<file path="config.mk">
export PLATFORM = sky130hd
export DESIGN_NAME = subtract_instruction_unit
export DESIGN_NICKNAME = d
export VERILOG_FILES = /design/src/rtl/subtract_unit_pkg.sv /design/src/rtl/subtract_instruction_unit.sv /design/src/rtl/subtract_core.sv
export VERILOG_INCLUDE_DIRS = /design/src /design/src/rtl
export SDC_FILE = /design/constraint.sdc
export NUM_CORES = 1
export LEC_CHECK = 0
export BUFFER_PORTS_ARGS = -buffer_cell sky130_fd_sc_hd__buf_2
export CORE_ASPECT_RATIO = 0.9
export CORE_MARGIN = 2
export CORE_UTILIZATION = 56
export DETAILED_ROUTE_END_ITERATION = 10
export HOLD_SLACK_MARGIN = 0.15
export PLACE_DENSITY = 0.85
export SLEW_MARGIN = 20
export SYNTH_ARGS = -nofsm -noshare
export SYNTH_HDL_FRONTEND = slang
export SYNTH_SLANG_ARGS = --single-unit
</file>
<file path="constraint.sdc">
create_clock -name clk -period 3.8 [get_ports clk]
set_input_delay 0.38 -clock clk [delete_from_list [all_inputs] [get_ports clk]]
set_output_delay 0.38 -clock clk [all_outputs]
set_load 0.01 [all_outputs]
</file>
<file path="src/rtl/subtract_unit_defines.svh">
// constants for the subtract instruction unit
`ifndef SUBTRACT_UNIT_DEFINES_SVH
`define SUBTRACT_UNIT_DEFINES_SVH

`define INSTR_MSB       15
`define LIT_OPC_LSB     8
`define LIT_SUB_OPCODE  8'h08
`define REG_OPC_LSB     10
`define REG_SUB_OPCODE  6'h17
`define DEST_BIT        9
`define BANK_BIT        8
`define OPND_MSB        7
`define NIBBLE_MSB      3
`define TOP_BIT         7
`define ACCESS_BANK     4'h0
`define ACC_RESET       8'h00
`define DATA_RESET      8'h00
`define ZERO_BYTE       8'h00
`define FLAG_RESET      1'b0

`endif

</file>
<file path="src/rtl/subtract_unit_pkg.sv">
// types shared by the subtract instruction unit
package subtract_unit_pkg;

  typedef enum logic [1:0] {
    phase_decode,
    phase_read,
    phase_process,
    phase_write
  } phase_type;

  typedef enum logic [1:0] {
    op_none,
    op_literal,
    op_register
  } op_kind_type;

endpackage

</file>
<file path="src/rtl/subtract_instruction_unit.sv">
// four-phase execution of the literal and register subtract instructions
`timescale 1ns/100ps
`include "subtract_unit_defines.svh"

module subtract_instruction_unit #(
  parameter int BANK_W = 4,
  parameter int ADDR_W = BANK_W + 8
) (
  input  wire logic                          clk,
  input  wire logic                          rst_n,
  input  wire logic                          instr_valid,
  input  wire logic [`INSTR_MSB:0]           instr,
  input  wire logic [BANK_W-1:0]             bank_select_reg,
  input  wire logic                          acc_load,
  input  wire logic [7:0]                    acc_load_data,
  input  wire logic [7:0]                    mem_rd_data,
  output logic                               instr_ready,
  output logic                               instr_done,
  output logic                               instr_unsupported,
  output subtract_unit_pkg::phase_type       phase,
  output logic      [ADDR_W-1:0]             mem_addr,
  output logic                               mem_rd_en,
  output logic                               mem_wr_en,
  output logic      [7:0]                    mem_wr_data,
  output logic      [7:0]                    acc,
  output logic                               borrow_not_flag,
  output logic                               nibble_borrow_flag,
  output logic                               result_nil_flag,
  output logic                               signed_wrap_flag,
  output logic                               top_bit_flag
);

  import subtract_unit_pkg::*;

  function automatic logic is_lit_op(input logic [`INSTR_MSB:0] word);
    is_lit_op = (word[`INSTR_MSB:`LIT_OPC_LSB] == `LIT_SUB_OPCODE);
  endfunction

  function automatic logic is_reg_op(input logic [`INSTR_MSB:0] word);
    is_reg_op = (word[`INSTR_MSB:`REG_OPC_LSB] == `REG_SUB_OPCODE);
  endfunction

  // reset release
  logic rst_meta;
  logic rst_sync;

  always_ff @(posedge clk or negedge rst_n) begin
    if (!rst_n) begin
      rst_meta <= 1'b0;
      rst_sync <= 1'b0;
    end else begin
      rst_meta <= 1'b1;
      rst_sync <= rst_meta;
    end
  end

  // phase sequencer: runs every clock, one phase per cycle
  phase_type   next_phase;
  op_kind_type op_kind;
  op_kind_type next_op_kind;

  always_comb begin
    unique case (phase)
      phase_decode:  next_phase = phase_read;
      phase_read:    next_phase = phase_process;
      phase_process: next_phase = phase_write;
      phase_write:   next_phase = phase_decode;
    endcase
  end

  always_ff @(posedge clk or negedge rst_sync) begin
    if (!rst_sync) begin
      phase <= phase_decode;
    end else begin
      phase <= next_phase;
    end
  end

  // decode
  logic                  take_instr;
  logic                  dec_lit;
  logic                  dec_reg;
  logic [BANK_W-1:0]     next_bank;
  logic [`INSTR_MSB:0]   instr_reg;

  assign instr_ready  = (phase == phase_decode);
  assign take_instr   = instr_ready && instr_valid;
  assign dec_lit      = take_instr && is_lit_op(instr);
  assign dec_reg      = take_instr && is_reg_op(instr);
  assign next_op_kind = dec_lit ? op_literal : (dec_reg ? op_register : op_none);
  // bank bit clear ignores the bank select value entirely
  assign next_bank    = instr[`BANK_BIT] ? bank_select_reg : `ACCESS_BANK;

  always_ff @(posedge clk or negedge rst_sync) begin
    if (!rst_sync) begin
      op_kind   <= op_none;
      instr_reg <= '0;
      mem_addr  <= '0;
    end else if (phase == phase_decode) begin
      op_kind   <= next_op_kind;
      instr_reg <= instr;
      if (dec_reg) begin
        mem_addr <= {next_bank, instr[`OPND_MSB:0]};
      end
    end
  end

  // unsupported words still consume a full instruction slot
  logic instr_reg_taken;

  assign instr_unsupported = (phase == phase_read) && (op_kind == op_none)
                           && instr_reg_taken;

  always_ff @(posedge clk or negedge rst_sync) begin
    if (!rst_sync) begin
      instr_reg_taken <= 1'b0;
    end else if (phase == phase_decode) begin
      instr_reg_taken <= take_instr;
    end
  end

  // read: latch the literal, or request the file register
  logic [7:0] literal;
  logic [7:0] operand_in;

  assign mem_rd_en = (phase == phase_read) && (op_kind == op_register);

  always_ff @(posedge clk or negedge rst_sync) begin
    if (!rst_sync) begin
      literal <= `DATA_RESET;
    end else if (phase == phase_read && op_kind == op_literal) begin
      literal <= instr_reg[`OPND_MSB:0];
    end
  end

  // memory answers one cycle after the read request, i.e. during process
  assign operand_in = (op_kind == op_literal) ? literal : mem_rd_data;

  // process
  logic [7:0] alu_diff;
  logic       alu_borrow_not;
  logic       alu_nibble;
  logic       alu_wrap;
  logic       alu_zero;
  logic       alu_top;

  subtract_core #(
    .DATA_W (8)
  ) u_core (
    .minuend           (operand_in),
    .subtrahend        (acc),
    .diff              (alu_diff),
    .borrow_not        (alu_borrow_not),
    .nibble_borrow_not (alu_nibble),
    .signed_wrap       (alu_wrap),
    .zero              (alu_zero),
    .top_bit           (alu_top)
  );

  logic stage_borrow_not;
  logic stage_nibble;
  logic stage_wrap;
  logic stage_zero;
  logic stage_top;

  always_ff @(posedge clk or negedge rst_sync) begin
    if (!rst_sync) begin
      mem_wr_data      <= `DATA_RESET;
      stage_borrow_not <= `FLAG_RESET;
      stage_nibble     <= `FLAG_RESET;
      stage_wrap       <= `FLAG_RESET;
      stage_zero       <= `FLAG_RESET;
      stage_top        <= `FLAG_RESET;
    end else if (phase == phase_process && op_kind != op_none) begin
      mem_wr_data      <= alu_diff;
      stage_borrow_not <= alu_borrow_not;
      stage_nibble     <= alu_nibble;
      stage_wrap       <= alu_wrap;
      stage_zero       <= alu_zero;
      stage_top        <= alu_top;
    end
  end

  // write: destination and flags commit together
  logic commit;
  logic acc_dest;

  assign commit     = (phase == phase_write) && (op_kind != op_none);
  assign instr_done = commit;
  assign acc_dest   = (op_kind == op_literal)
                    || (op_kind == op_register && !instr_reg[`DEST_BIT]);
  assign mem_wr_en  = (phase == phase_write) && (op_kind == op_register)
                    && instr_reg[`DEST_BIT];

  // an instruction write beats a simultaneous external load
  always_ff @(posedge clk or negedge rst_sync) begin
    if (!rst_sync) begin
      acc <= `ACC_RESET;
    end else if (commit && acc_dest) begin
      acc <= mem_wr_data;
    end else if (acc_load) begin
      acc <= acc_load_data;
    end
  end

  always_ff @(posedge clk or negedge rst_sync) begin
    if (!rst_sync) begin
      borrow_not_flag    <= `FLAG_RESET;
      nibble_borrow_flag <= `FLAG_RESET;
      result_nil_flag    <= `FLAG_RESET;
      signed_wrap_flag   <= `FLAG_RESET;
      top_bit_flag       <= `FLAG_RESET;
    end else if (commit) begin
      borrow_not_flag    <= stage_borrow_not;
      nibble_borrow_flag <= stage_nibble;
      result_nil_flag    <= stage_zero;
      signed_wrap_flag   <= stage_wrap;
      top_bit_flag       <= stage_top;
    end
  end

  // checks
  a_lit_result:
    assert property (@(posedge clk) disable iff (!rst_sync)
      (phase == phase_process && op_kind == op_literal)
      |-> ##2 (acc == 8'($past(literal, 2) - $past(acc, 2))))
    else $error("literal subtract wrote a wrong accumulator");

  a_lit_phases:
    assert property (@(posedge clk) disable iff (!rst_sync)
      (take_instr && is_lit_op(instr))
      |-> ##1 (!mem_rd_en && !mem_wr_en) ##2 (instr_done && phase == phase_write))
    else $error("literal subtract phases out of order");

  a_reg_result:
    assert property (@(posedge clk) disable iff (!rst_sync)
      (phase == phase_process && op_kind == op_register)
      |=> (mem_wr_data == 8'($past(mem_rd_data) - $past(acc))))
    else $error("register subtract result wrong");

  a_dest_select:
    assert property (@(posedge clk) disable iff (!rst_sync)
      (commit && op_kind == op_register && !acc_load)
      |-> (mem_wr_en == instr_reg[`DEST_BIT])
          ##1 (acc == (instr_reg[`DEST_BIT] ? $past(acc) : $past(mem_wr_data))))
    else $error("register subtract destination wrong");

  a_bank_address:
    assert property (@(posedge clk) disable iff (!rst_sync)
      dec_reg |=> (mem_addr == ($past(instr[`BANK_BIT])
                   ? {$past(bank_select_reg), $past(instr[`OPND_MSB:0])}
                   : {`ACCESS_BANK, $past(instr[`OPND_MSB:0])})))
    else $error("file register address wrong");

  a_reg_phases:
    assert property (@(posedge clk) disable iff (!rst_sync)
      dec_reg |=> (mem_rd_en && !mem_wr_en) ##1 (!mem_rd_en && !mem_wr_en)
                  ##1 (instr_done && !mem_rd_en))
    else $error("register subtract phases out of order");

  a_borrow_flag:
    assert property (@(posedge clk) disable iff (!rst_sync)
      (phase == phase_process && op_kind != op_none)
      |-> ##2 (borrow_not_flag == ($past(operand_in, 2) >= $past(acc, 2))))
    else $error("borrow flag wrong");

  a_negative_flags:
    assert property (@(posedge clk) disable iff (!rst_sync)
      (commit && !stage_borrow_not)
      |=> (!borrow_not_flag && top_bit_flag == $past(mem_wr_data[`TOP_BIT])))
    else $error("borrow case flags wrong");

  a_zero_flags:
    assert property (@(posedge clk) disable iff (!rst_sync)
      (commit && mem_wr_data == `ZERO_BYTE)
      |=> (result_nil_flag && borrow_not_flag && !top_bit_flag))
    else $error("zero result flags wrong");

  a_wrap_result:
    assert property (@(posedge clk) disable iff (!rst_sync)
      (phase == phase_process && op_kind != op_none && operand_in < acc)
      |=> (mem_wr_data == 8'({1'b1, $past(operand_in)} - {1'b0, $past(acc)})))
    else $error("borrowing result not wrapped");

  a_nibble_flag:
    assert property (@(posedge clk) disable iff (!rst_sync)
      (phase == phase_process && op_kind != op_none)
      |-> ##2 (nibble_borrow_flag == ($past(operand_in[`NIBBLE_MSB:0], 2)
                                      >= $past(acc[`NIBBLE_MSB:0], 2))))
    else $error("nibble borrow flag wrong");

  a_top_bit:
    assert property (@(posedge clk) disable iff (!rst_sync)
      commit |=> (top_bit_flag == $past(mem_wr_data[`TOP_BIT])))
    else $error("top bit flag wrong");

  a_flags_hold:
    assert property (@(posedge clk) disable iff (!rst_sync)
      (!commit) |=> $stable(result_nil_flag) && $stable(borrow_not_flag))
    else $error("flags moved without an instruction");

endmodule

</file>
<file path="src/rtl/subtract_core.sv">
// 8-bit two's complement subtractor with status outputs
`timescale 1ns/100ps
`include "subtract_unit_defines.svh"

module subtract_core #(
  parameter int DATA_W = 8
) (
  input  wire logic [DATA_W-1:0] minuend,
  input  wire logic [DATA_W-1:0] subtrahend,
  output logic      [DATA_W-1:0] diff,
  output logic                   borrow_not,
  output logic                   nibble_borrow_not,
  output logic                   signed_wrap,
  output logic                   zero,
  output logic                   top_bit
);

  logic [DATA_W:0]        full_sum;
  logic [`NIBBLE_MSB+1:0] nib_sum;

  // minuend plus inverted subtrahend plus one: carry out means no borrow
  assign full_sum          = {1'b0, minuend} + {1'b0, ~subtrahend} + {{DATA_W{1'b0}}, 1'b1};
  assign nib_sum           = {1'b0, minuend[`NIBBLE_MSB:0]}
                           + {1'b0, ~subtrahend[`NIBBLE_MSB:0]}
                           + {{(`NIBBLE_MSB+1){1'b0}}, 1'b1};
  assign diff              = full_sum[DATA_W-1:0];
  assign borrow_not        = full_sum[DATA_W];
  assign nibble_borrow_not = nib_sum[`NIBBLE_MSB+1];
  // operands of unlike sign and a result whose sign differs from the minuend
  assign signed_wrap       = (minuend[DATA_W-1] != subtrahend[DATA_W-1])
                           && (diff[DATA_W-1] != minuend[DATA_W-1]);
  assign zero              = (diff == {DATA_W{1'b0}});
  assign top_bit           = diff[DATA_W-1];

endmodule

</file>
[Word level (Yosys, flattened, before mapping)]
Index checks and enable logic that the tools add are counted.
Operators by class
  multiplexer cells: 7
  equal/unequal tests: 9
  bitwise operators: 2
  reductions and logical operators: 22
  add/sub/neg operators: 4
Operators by type and width (number)
  $mux W8: 3
  $logic_and A1 B1 Y1: 14
  $add A8 B8 Y9: 1
  $add A9 B1 Y9 const B: 1
  $eq A8 B4 Y1 const B: 1
  $logic_not A8 Y1: 1
  $not A8 Y8: 1
  $pmux W2 S4: 1
  $eq A2 B2 Y1 const B: 3
  $eq A6 B5 Y1 const B: 1
  $add A4 B4 Y5: 1
  $add A5 B1 Y5 const B: 1
  $eq A2 B1 Y1 const B: 2
  $logic_not A2 Y1: 2
  $mux W2: 2
  $mux W4: 1
  $not A4 Y4: 1
  $reduce_bool A2 Y1: 2
  $ne A1 B1 Y1: 2
  $reduce_and A2 Y1: 1
  $logic_not A1 Y1: 1
  $logic_or A1 B1 Y1: 1
Storage, ports and cells
  input port bits: 40
  logic and storage cells: 64
  register bits after elaboration: 63

[Logic depth before layout (Yosys ltp)]
Gate-level depths: netlist (run 1).
  depth in word-level cells: 6
  gate-level depth with buffers: 11

[By module]
A second synthesis (run 1) with hierarchy kept.
Second synthesis, totals
  cell total of the unflattened synthesis: 267
  area, all modules: 3153.0 um^2
By module, submodules not included
  subtract_instruction_unit: instances 1, area an instance 2660.1 um^2, cells an instance 195
  subtract_core: instances 1, area an instance 493.0 um^2, cells an instance 72

[Worst setup path after synthesis (run 1)]
OpenSTA, ideal clock, no wires.
  path type: register -> register
  from: register op_kind[1]
  to: register stage_zero
  library setup time: 0.066 ns
  arrival: 2.391 ns
  path slack: 1.343 ns
  stages on the path, launching flop included: 10
  period minus slack after synthesis: 2.457 ns
  required time: 3.734 ns
  buffers on the path: 1
  path through: dfrtp_1 -> nand2b_1 -> buf_4 -> mux2_2 -> ha_1 -> a21o_1 -> a21o_1 -> a221o_1 -> a211oi_2 -> a41o_1
Between the ends
  longest elaborated chain between the ends: 5
Ends and longest elaborated chain
  start, declared: line subtract_instruction_unit.sv:59  | op_kind_type op_kind;
  start signal, assigned: line subtract_instruction_unit.sv:96  | op_kind <= op_none;
  start signal, assigned: line subtract_instruction_unit.sv:100  | op_kind <= next_op_kind;
  $eq A2 B1 Y1: line subtract_instruction_unit.sv:137  | assign operand_in = (op_kind == op_literal) ? literal : mem_rd_data;
  $mux W8: line subtract_instruction_unit.sv:137
  $add A8 B8 Y9: line subtract_core.sv:22  | assign full_sum = {1'b0, minuend} + {1'b0, ~subtrahend} + {{DATA_W{1'b0}}, 1'b1};
  $add A9 B1 Y9: line subtract_core.sv:22
  $logic_not A8 Y1: line subtract_core.sv:32  | assign zero = (diff == {DATA_W{1'b0}});
  end signal, assigned: line subtract_instruction_unit.sv:172  | stage_zero <= `FLAG_RESET;
  end signal, assigned: line subtract_instruction_unit.sv:179  | stage_zero <= alu_zero;
  end, declared: line subtract_instruction_unit.sv:163  | logic stage_zero;
Parallel ways exist; a longest one is shown, timed or not.
A chain may end at the register's enable or synchronous reset.

[Worst setup path in the final report (run 1)]
Ends and elaborated chain as after synthesis.

==> metrics.yaml, run 1 <==
final_layout:
  final_net_count: 393
  drive_gt1_frac: 0.412
  largest_reg_flops: 12
  diodes: 0
  final_area_um2: 3580
  synthToLayoutAreaGrowth_pct: 22.4
synthesis:
  yosys_warnings: 0
  syn_area_um2: 2920
  syn_inst: 255
  synth_largest_area_cell: "dfrtp_1"
  synth-async-reset-ratio: 1.00
  synthesis.nets: 308
  synthFlopType: "dfrtp_1"
  ys_types: 42
  ys_seq_area_frac: 0.522
  synth_top_cells_by_count: "dfrtp_1 (61), mux2_2 (39), nand2_1 (23)"
  ys_ff_latch: 61
  syn_avg_cell_area_um2: 11.5
  synth_top_area_frac: 0.522
  synth.area.top_cells: "dfrtp_1 (52%), mux2_2 (15%), ha_1 (5.1%)"
  yosysMostFrequentCell: "dfrtp_1"
  synth_edf_count: 0
sta:
  rsz0062_at_grt: "no"
  final_max_slew_viol_count: 0
  worst_pin_slew_ns: 0.580
  min_period_ns: 2.76
  max_clock_freq_ghz: 0.362
  finalSetupViolations: 0
  setup_ws_ns: 1.04
  fin_setup_tns_ns: 0
  timing.final.crit_share: 0.726
  worst_slew_margin_rel: 0.614
  finClkSkew_ns: 0.00705
  hold_viol: 0
worst_setup_path:
  worstSetupEndpointType: "register"
  slowest_delay_ns: 0.44
  crit_fanout: 9
  crit_required_ns: 4.08
  crit_path_start_kind: "register"
  cp_num_buf_inv: 0
  path_common_cell: "a21o_1"
  arrival_ns: 3.04
  critical-path-slowest-cell: "dfrtp_1"
  critPathTopFamily: "compound AO/OA/AOI/OAI gates"
  cp_cell_sequence: "nand2b_1 -> mux2_2 -> ha_1 -> a21o_1 -> a21o_1 -> a221o_1 -> a211oi_2 -> a41o_1"
  crit_type: "reg -> reg"
clock_network:
  cts_root_buf: "clkbuf_8"
  post_cts_buffers: 0
  cts_sinks: 61
  cts.repair.resized: 0
  cts_made_buffers: 9
  cts_tree: "built"
  cts-htree-levels: 3
  clockBufferDepth: 2
  clkTransAtPathRegs_ns: 0.07
  clk_latency_ns: 0.34
outcome:
  status: "complete, no violations"
route:
  drtIter0Drc: 128
  ant_nets: 0
  vias: 2169
  drtPass1Iterations: 4
  drc_errors: 0
  via_per_inst: 5.29
  wl_per_cell_um: 13.9
  routed_wl_um: 5680
die:
  coreArea_um2: 4920
  die_area_um2: 5810
  pin_count: 80
  die-height_um: 72.5
  die_w_um: 80.2
  floorplan.rows: 24
  initial_core_util: 0.593
power_and_ir_drop:
  internal_power_mw: 1.08
  clkPwrFrac: 0.377
  vdd_drop_max_mv: 0.281
  power_frac_seq: 0.477
  p_leak_nw: 1.89
  powerDensity_nw_per_um2: 415
  power_mw: 1.48
  p_switching_uw: 399
  switching_share: 0.269
  power_frac_comb: 0.146
placed_design:
  gp_congestion: 0.918
  preCtsSetupSlack_ns: 1.06
  placed_area_um2: 3380
  numPortBuffers: 79
  place_hpwl_um: 4320
grt:
  grt.total_usage: 0.214
  grt_pass1_vias: 2139
  grt_overflow: 0
  grt_start_max_net_pins: 37
  grt_first_pass_wirelength_um: 9420
  antenna_found_initial: 0
flow_run:
  maxCapViolations: 0
hold_path:
  hold_path_class: "reg -> async"
-- metal layers --
metal	vias to the layer above	part of all wire	GRT usage
li1	1067	-	-
met1	1005	0.45	0.273
met5	-	0	0
met3	6	0.070	0.0771
met4	0	0.0097	0.0565
met2	91	0.47	0.351
-- area by class of cell --
cell class	count	area [µm²]
fillers	374	1350
inverters	17	63.8
repair buffers	82	420
clock inverters	6	63.8
well taps	65	81.3
flip-flops and latches	61	1530
multi-input cells	169	1290
clock buffers	10	128
-- path summary, 6_finish.rpt --
check                      cells after the start  slack [ns]           to       start
max                                            8        1.04   stage_zero  op_kind[1]
min                                            0        0.23   stage_zero    rst_sync
max reg2reg                                    8        1.04   stage_zero  op_kind[1]
min reg2reg                                    0        0.23   stage_zero    rst_sync
max in group asynchronous                      1        2.75  mem_addr[3]    rst_sync
min in group clk                               2        0.26   op_kind[0]   instr[14]
-- placed cells by master, fill, tap and decap left out, types with 2 or more instances in the layout --
cell type	count
nor3_1	4
nand3_1	2
xnor2_1	2
clkinv_2	2
o21ai_1	2
dfrtp_1	60
clkinvlp_4	2
inv_1	17
a21o_1	3
and3_1	3
and3_2	2
mux2i_1	9
nor4_1	2
buf_4	2
nand2b_1	3
nand2_1	23
o21ai_0	17
nor2_1	13
ha_1	12
a21oi_1	12
clkbuf_8	9
mux2_2	39
xor2_1	2
buf_2	79
-- worst register-to-register path, cell delays in order (launching register included) --
cell and delay, ns:
dfrtp_1 0.44, nand2b_1 0.37, mux2_2 0.39, ha_1 0.37, a21o_1 0.22, a21o_1 0.20
a221o_1 0.31, a211oi_2 0.22, a41o_1 0.19
-- through the flow --
stage / cells / hold WS, ns / util
after floorplan: 255 / 0.0844 / -
after global placement: 393 / 0.166 / 0.686
after detailed placement: 393 / 0.168 / 0.686
after CTS: 410 / 0.235 / 0.727
after global routing: 410 / 0.245 / 0.727
final: 410 / 0.231 / 0.727
-- power groups by stage --
stage	Clock [mW]	Sequential, mW	Combinational [mW]
final	0.559	0.708	0.217
after global routing	0.608	0.713	0.241
after CTS	0.577	0.709	0.217
after detailed placement	0	0.721	0.215
after global placement	0	0.718	0.207
after floorplan	0	0.732	0.126
-- cells by family (layout without fill, tap and decap cells) --
group           Yosys count  count (layout)  share of synthesized area
fa+ha+maj                13              13                     0.0582
mux                      48              48                      0.181
simple gates             58              58                     0.0955
xor+xnor                  4               4                     0.0120
other cells               1               1                    0.00128
buf+inv                  25             115                     0.0351
flops                    61              61                      0.522
compound gates           45              45                     0.0946
-- what timing repair did --
item,CTS,global route
endpoints found under the hold margin,2,0
hold buffers,1,0
endpoints found under the setup margin,0,0
(Power assumes the default switching activity.)
==> run 2: changes to the inputs <==
--- a/config.mk
+++ b/config.mk
@@ -9,10 +9,10 @@
 export BUFFER_PORTS_ARGS = -buffer_cell sky130_fd_sc_hd__buf_2
 export CORE_ASPECT_RATIO = 0.9
 export CORE_MARGIN = 2
-export CORE_UTILIZATION = 56
+export CORE_UTILIZATION = 52
 export DETAILED_ROUTE_END_ITERATION = 10
 export HOLD_SLACK_MARGIN = 0.15
-export PLACE_DENSITY = 0.85
+export PLACE_DENSITY = 0.79
 export SLEW_MARGIN = 20
 export SYNTH_ARGS = -nofsm -noshare
 export SYNTH_HDL_FRONTEND = slang
==> constraint.sdc (replaced) <==
create_clock -name clk -period 2.6 [get_ports clk]
set_input_delay 0.26 -clock clk [delete_from_list [all_inputs] [get_ports clk]]
set_output_delay 0.26 -clock clk [all_outputs]
set_load 0.01 [all_outputs]
==> metrics.yaml, run 2 (synthesized netlist as in run 1, its figures left out) <==
final_layout:
  layout_commonest_cell: "buf_2"  # unchanged
  final_area_um2: 3730  # was 3580 µm²
  final_cell_mix: "buf_2 (79), dfrtp_1 (60), mux2_2 (39), nand2_1 (23)"  # unchanged
  final_net_count: 406  # was 393
  diodes: 0  # unchanged
  largest_reg_flops: 12  # unchanged
  fillCellCount: 429  # was 374
  synthToLayoutAreaGrowth_pct: 27.6  # was 22.4%
  drive_gt1_frac: 0.433  # was 0.412
die:
  die_w_um: 83.0  # was 80.2 µm
  coreArea_um2: 5350  # was 4920 µm²
  initial_core_util: 0.546  # was 0.593
  die-height_um: 75.1  # was 72.5 µm
  pin_count: 80  # unchanged
  die_area_um2: 6240  # was 5810 µm²
  floorplan.rows: 25  # was 24
sta:
  finalSetupViolations: 0  # unchanged
  fin_setup_tns_ns: 0  # unchanged
  min_period_ns: 2.44  # was 2.76 ns
  max_clock_freq_ghz: 0.410  # was 0.362 GHz
  timing.final.crit_share: 0.938  # was 0.726
  worst_pin_slew_ns: 0.887  # was 0.580 ns
  setup_ws_ns: 0.161  # was 1.04 ns
  final_max_slew_viol_count: 0  # unchanged
  hold_viol: 0  # unchanged
  finClkSkew_ns: 0.00679  # was 0.00705 ns
  rsz0062_at_grt: "no"  # unchanged
  worst_slew_margin_rel: 0.409  # was 0.614
clock_network:
  cts_made_buffers: 9  # unchanged
  clockBufferDepth: 2  # unchanged
  clk_latency_ns: 0.35  # was 0.34 ns
  clkTransAtPathRegs_ns: 0.07  # about the same
  cts_root_buf: "clkbuf_8"  # unchanged
  cts_tree: "built"  # unchanged
  cts_sinks: 61  # unchanged
  cts-htree-levels: 3  # unchanged
  post_cts_buffers: 0  # unchanged
route:
  vias: 2273  # was 2169
  via_per_inst: 5.35  # was 5.29
  wl_per_cell_um: 14.3  # was 13.9 µm
  drc_errors: 0  # unchanged
  routed_wl_um: 6070  # was 5680 µm
  ant_nets: 0  # unchanged
  drtPass1Iterations: 4  # unchanged
  drtIter0Drc: 100  # was 128
placed_design:
  preCtsSetupSlack_ns: -0.0159  # was 1.06 ns
  gp_congestion: 0.797  # was 0.918
  numPortBuffers: 79  # unchanged
  placed_area_um2: 3440  # was 3380 µm²
  place_hpwl_um: 4530  # was 4320 µm
power_and_ir_drop:
  powerDensity_nw_per_um2: 598  # was 415 nW/µm²
  p_leak_nw: 1.96  # was 1.89 nW
  vdd_drop_max_mv: 0.498  # was 0.281 mV
  power_mw: 2.23  # was 1.48 mW
worst_setup_path:
  critical-path-slowest-cell: "dfrtp_1"  # unchanged
  slowest_delay_ns: 0.42  # was 0.44 ns
  r2r_slack_ns: 0.16  # was 1.04 ns
  reg2reg_depth: 10  # was 8
  cp_cell_sequence: "nand2b_4 -> mux2i_1 -> ha_1 -> inv_1 -> fa_1 -> a21o_1 -> a21oi_2 -> xor2_1 -> and3_1 -> a41o_1"  # was nand2b_1 -> mux2_2 -> ha_1 -> a21o_1 -> a21o_1 -> a221o_1 -> a211oi_2 -> a41o_1
  crit_type: "reg -> reg"  # unchanged
  arrival_ns: 2.73  # was 3.04 ns
  r2r-start: "op_kind[0]"  # was op_kind[1]
  worstSetupEndpointType: "register"  # unchanged
  crit_fanout: 7  # was 9
  r2r-end: "stage_zero"  # unchanged
  crit_path_start_kind: "register"  # unchanged
  crit_required_ns: 2.89  # was 4.08 ns
hold_path:
  holdPathEnd: "mem_addr[6]"
  hp-start: "instr[6]"
  whs_path_depth: 2
  hold_path_class: "in -> reg"  # was reg -> async
grt:
  grt.total_usage: 0.213  # was 0.214
  grt_first_pass_wirelength_um: 10200  # was 9420 µm
  grt_pass1_vias: 2219  # was 2139
  grt_start_max_net_pins: 43  # was 37
  antenna_found_initial: 0  # unchanged
  grt_overflow: 0  # unchanged
outcome:
  status: "complete, no violations"  # unchanged
flow_run:
  maxCapViolations: 0  # unchanged
-- run 2: routing by layer --
layer,track usage,share of wire
met1,0.274,0.44
met2,0.354,0.48
met3,0.0680,0.066
met4,0.0638,0.013
met5,0,0
-- run 2: critical path, delay by kind of cell (launching register included) --
family | cells | cell delay, ns
compound gates | 3 | 0.60
xor+xnor | 1 | 0.20
fa+ha+maj | 2 | 0.58
buf+inv | 1 | 0.05
flops | 1 | 0.42
mux | 1 | 0.20
simple gates | 2 | 0.33
-- run 2: worst max-delay path by stage --
stage                    start         end  slack (ns)
detailed placement  op_kind[1]  stage_zero       -0.02
CTS                 op_kind[1]  stage_zero        0.04
floorplan           op_kind[1]  stage_zero        0.14
finish              op_kind[0]  stage_zero        0.16
global placement    op_kind[0]  stage_zero        0.07
global route        op_kind[0]  stage_zero        0.06
-- run 2: layout make-up --
type                       count  area, µm²  area share
tap                           67       83.8      0.0225
multi-input combinational    169       1320       0.355
clock buffer                  11        141      0.0379
clock inverter                 5       58.8      0.0158
sequential                    61       1530       0.410
timing repair buffer          95        531       0.142
inverter                      17       63.8      0.0171
-- run 2: stage by stage --
| step | hold WS [ns] | cells | util |
|---|---|---|---|
| 2_1_floorplan | -0.0356 | 255 | - |
| 3_3_place_gp | 0.0465 | 403 | 0.643 |
| 3_5_place_dp | 0.0460 | 403 | 0.643 |
| 4_1_cts | 0.151 | 425 | 0.692 |
| 5_1_grt | 0.157 | 425 | 0.697 |
| 6_report | 0.162 | 425 | 0.697 |
-- run 2: where the power goes --
part | internal (mW) | switching, mW
clock network | 0.470 | 0.383
registers | 0.998 | 0.0423
logic | 0.163 | 0.174
total | 1.63 | 0.599
-- run 2: repair_timing --
item | CTS | global route
hold buffers | 6 | 0
setup endpoints to repair | 1 | 5
endpoints found under the hold margin | 8 | 0
resized for setup | 1 | 5
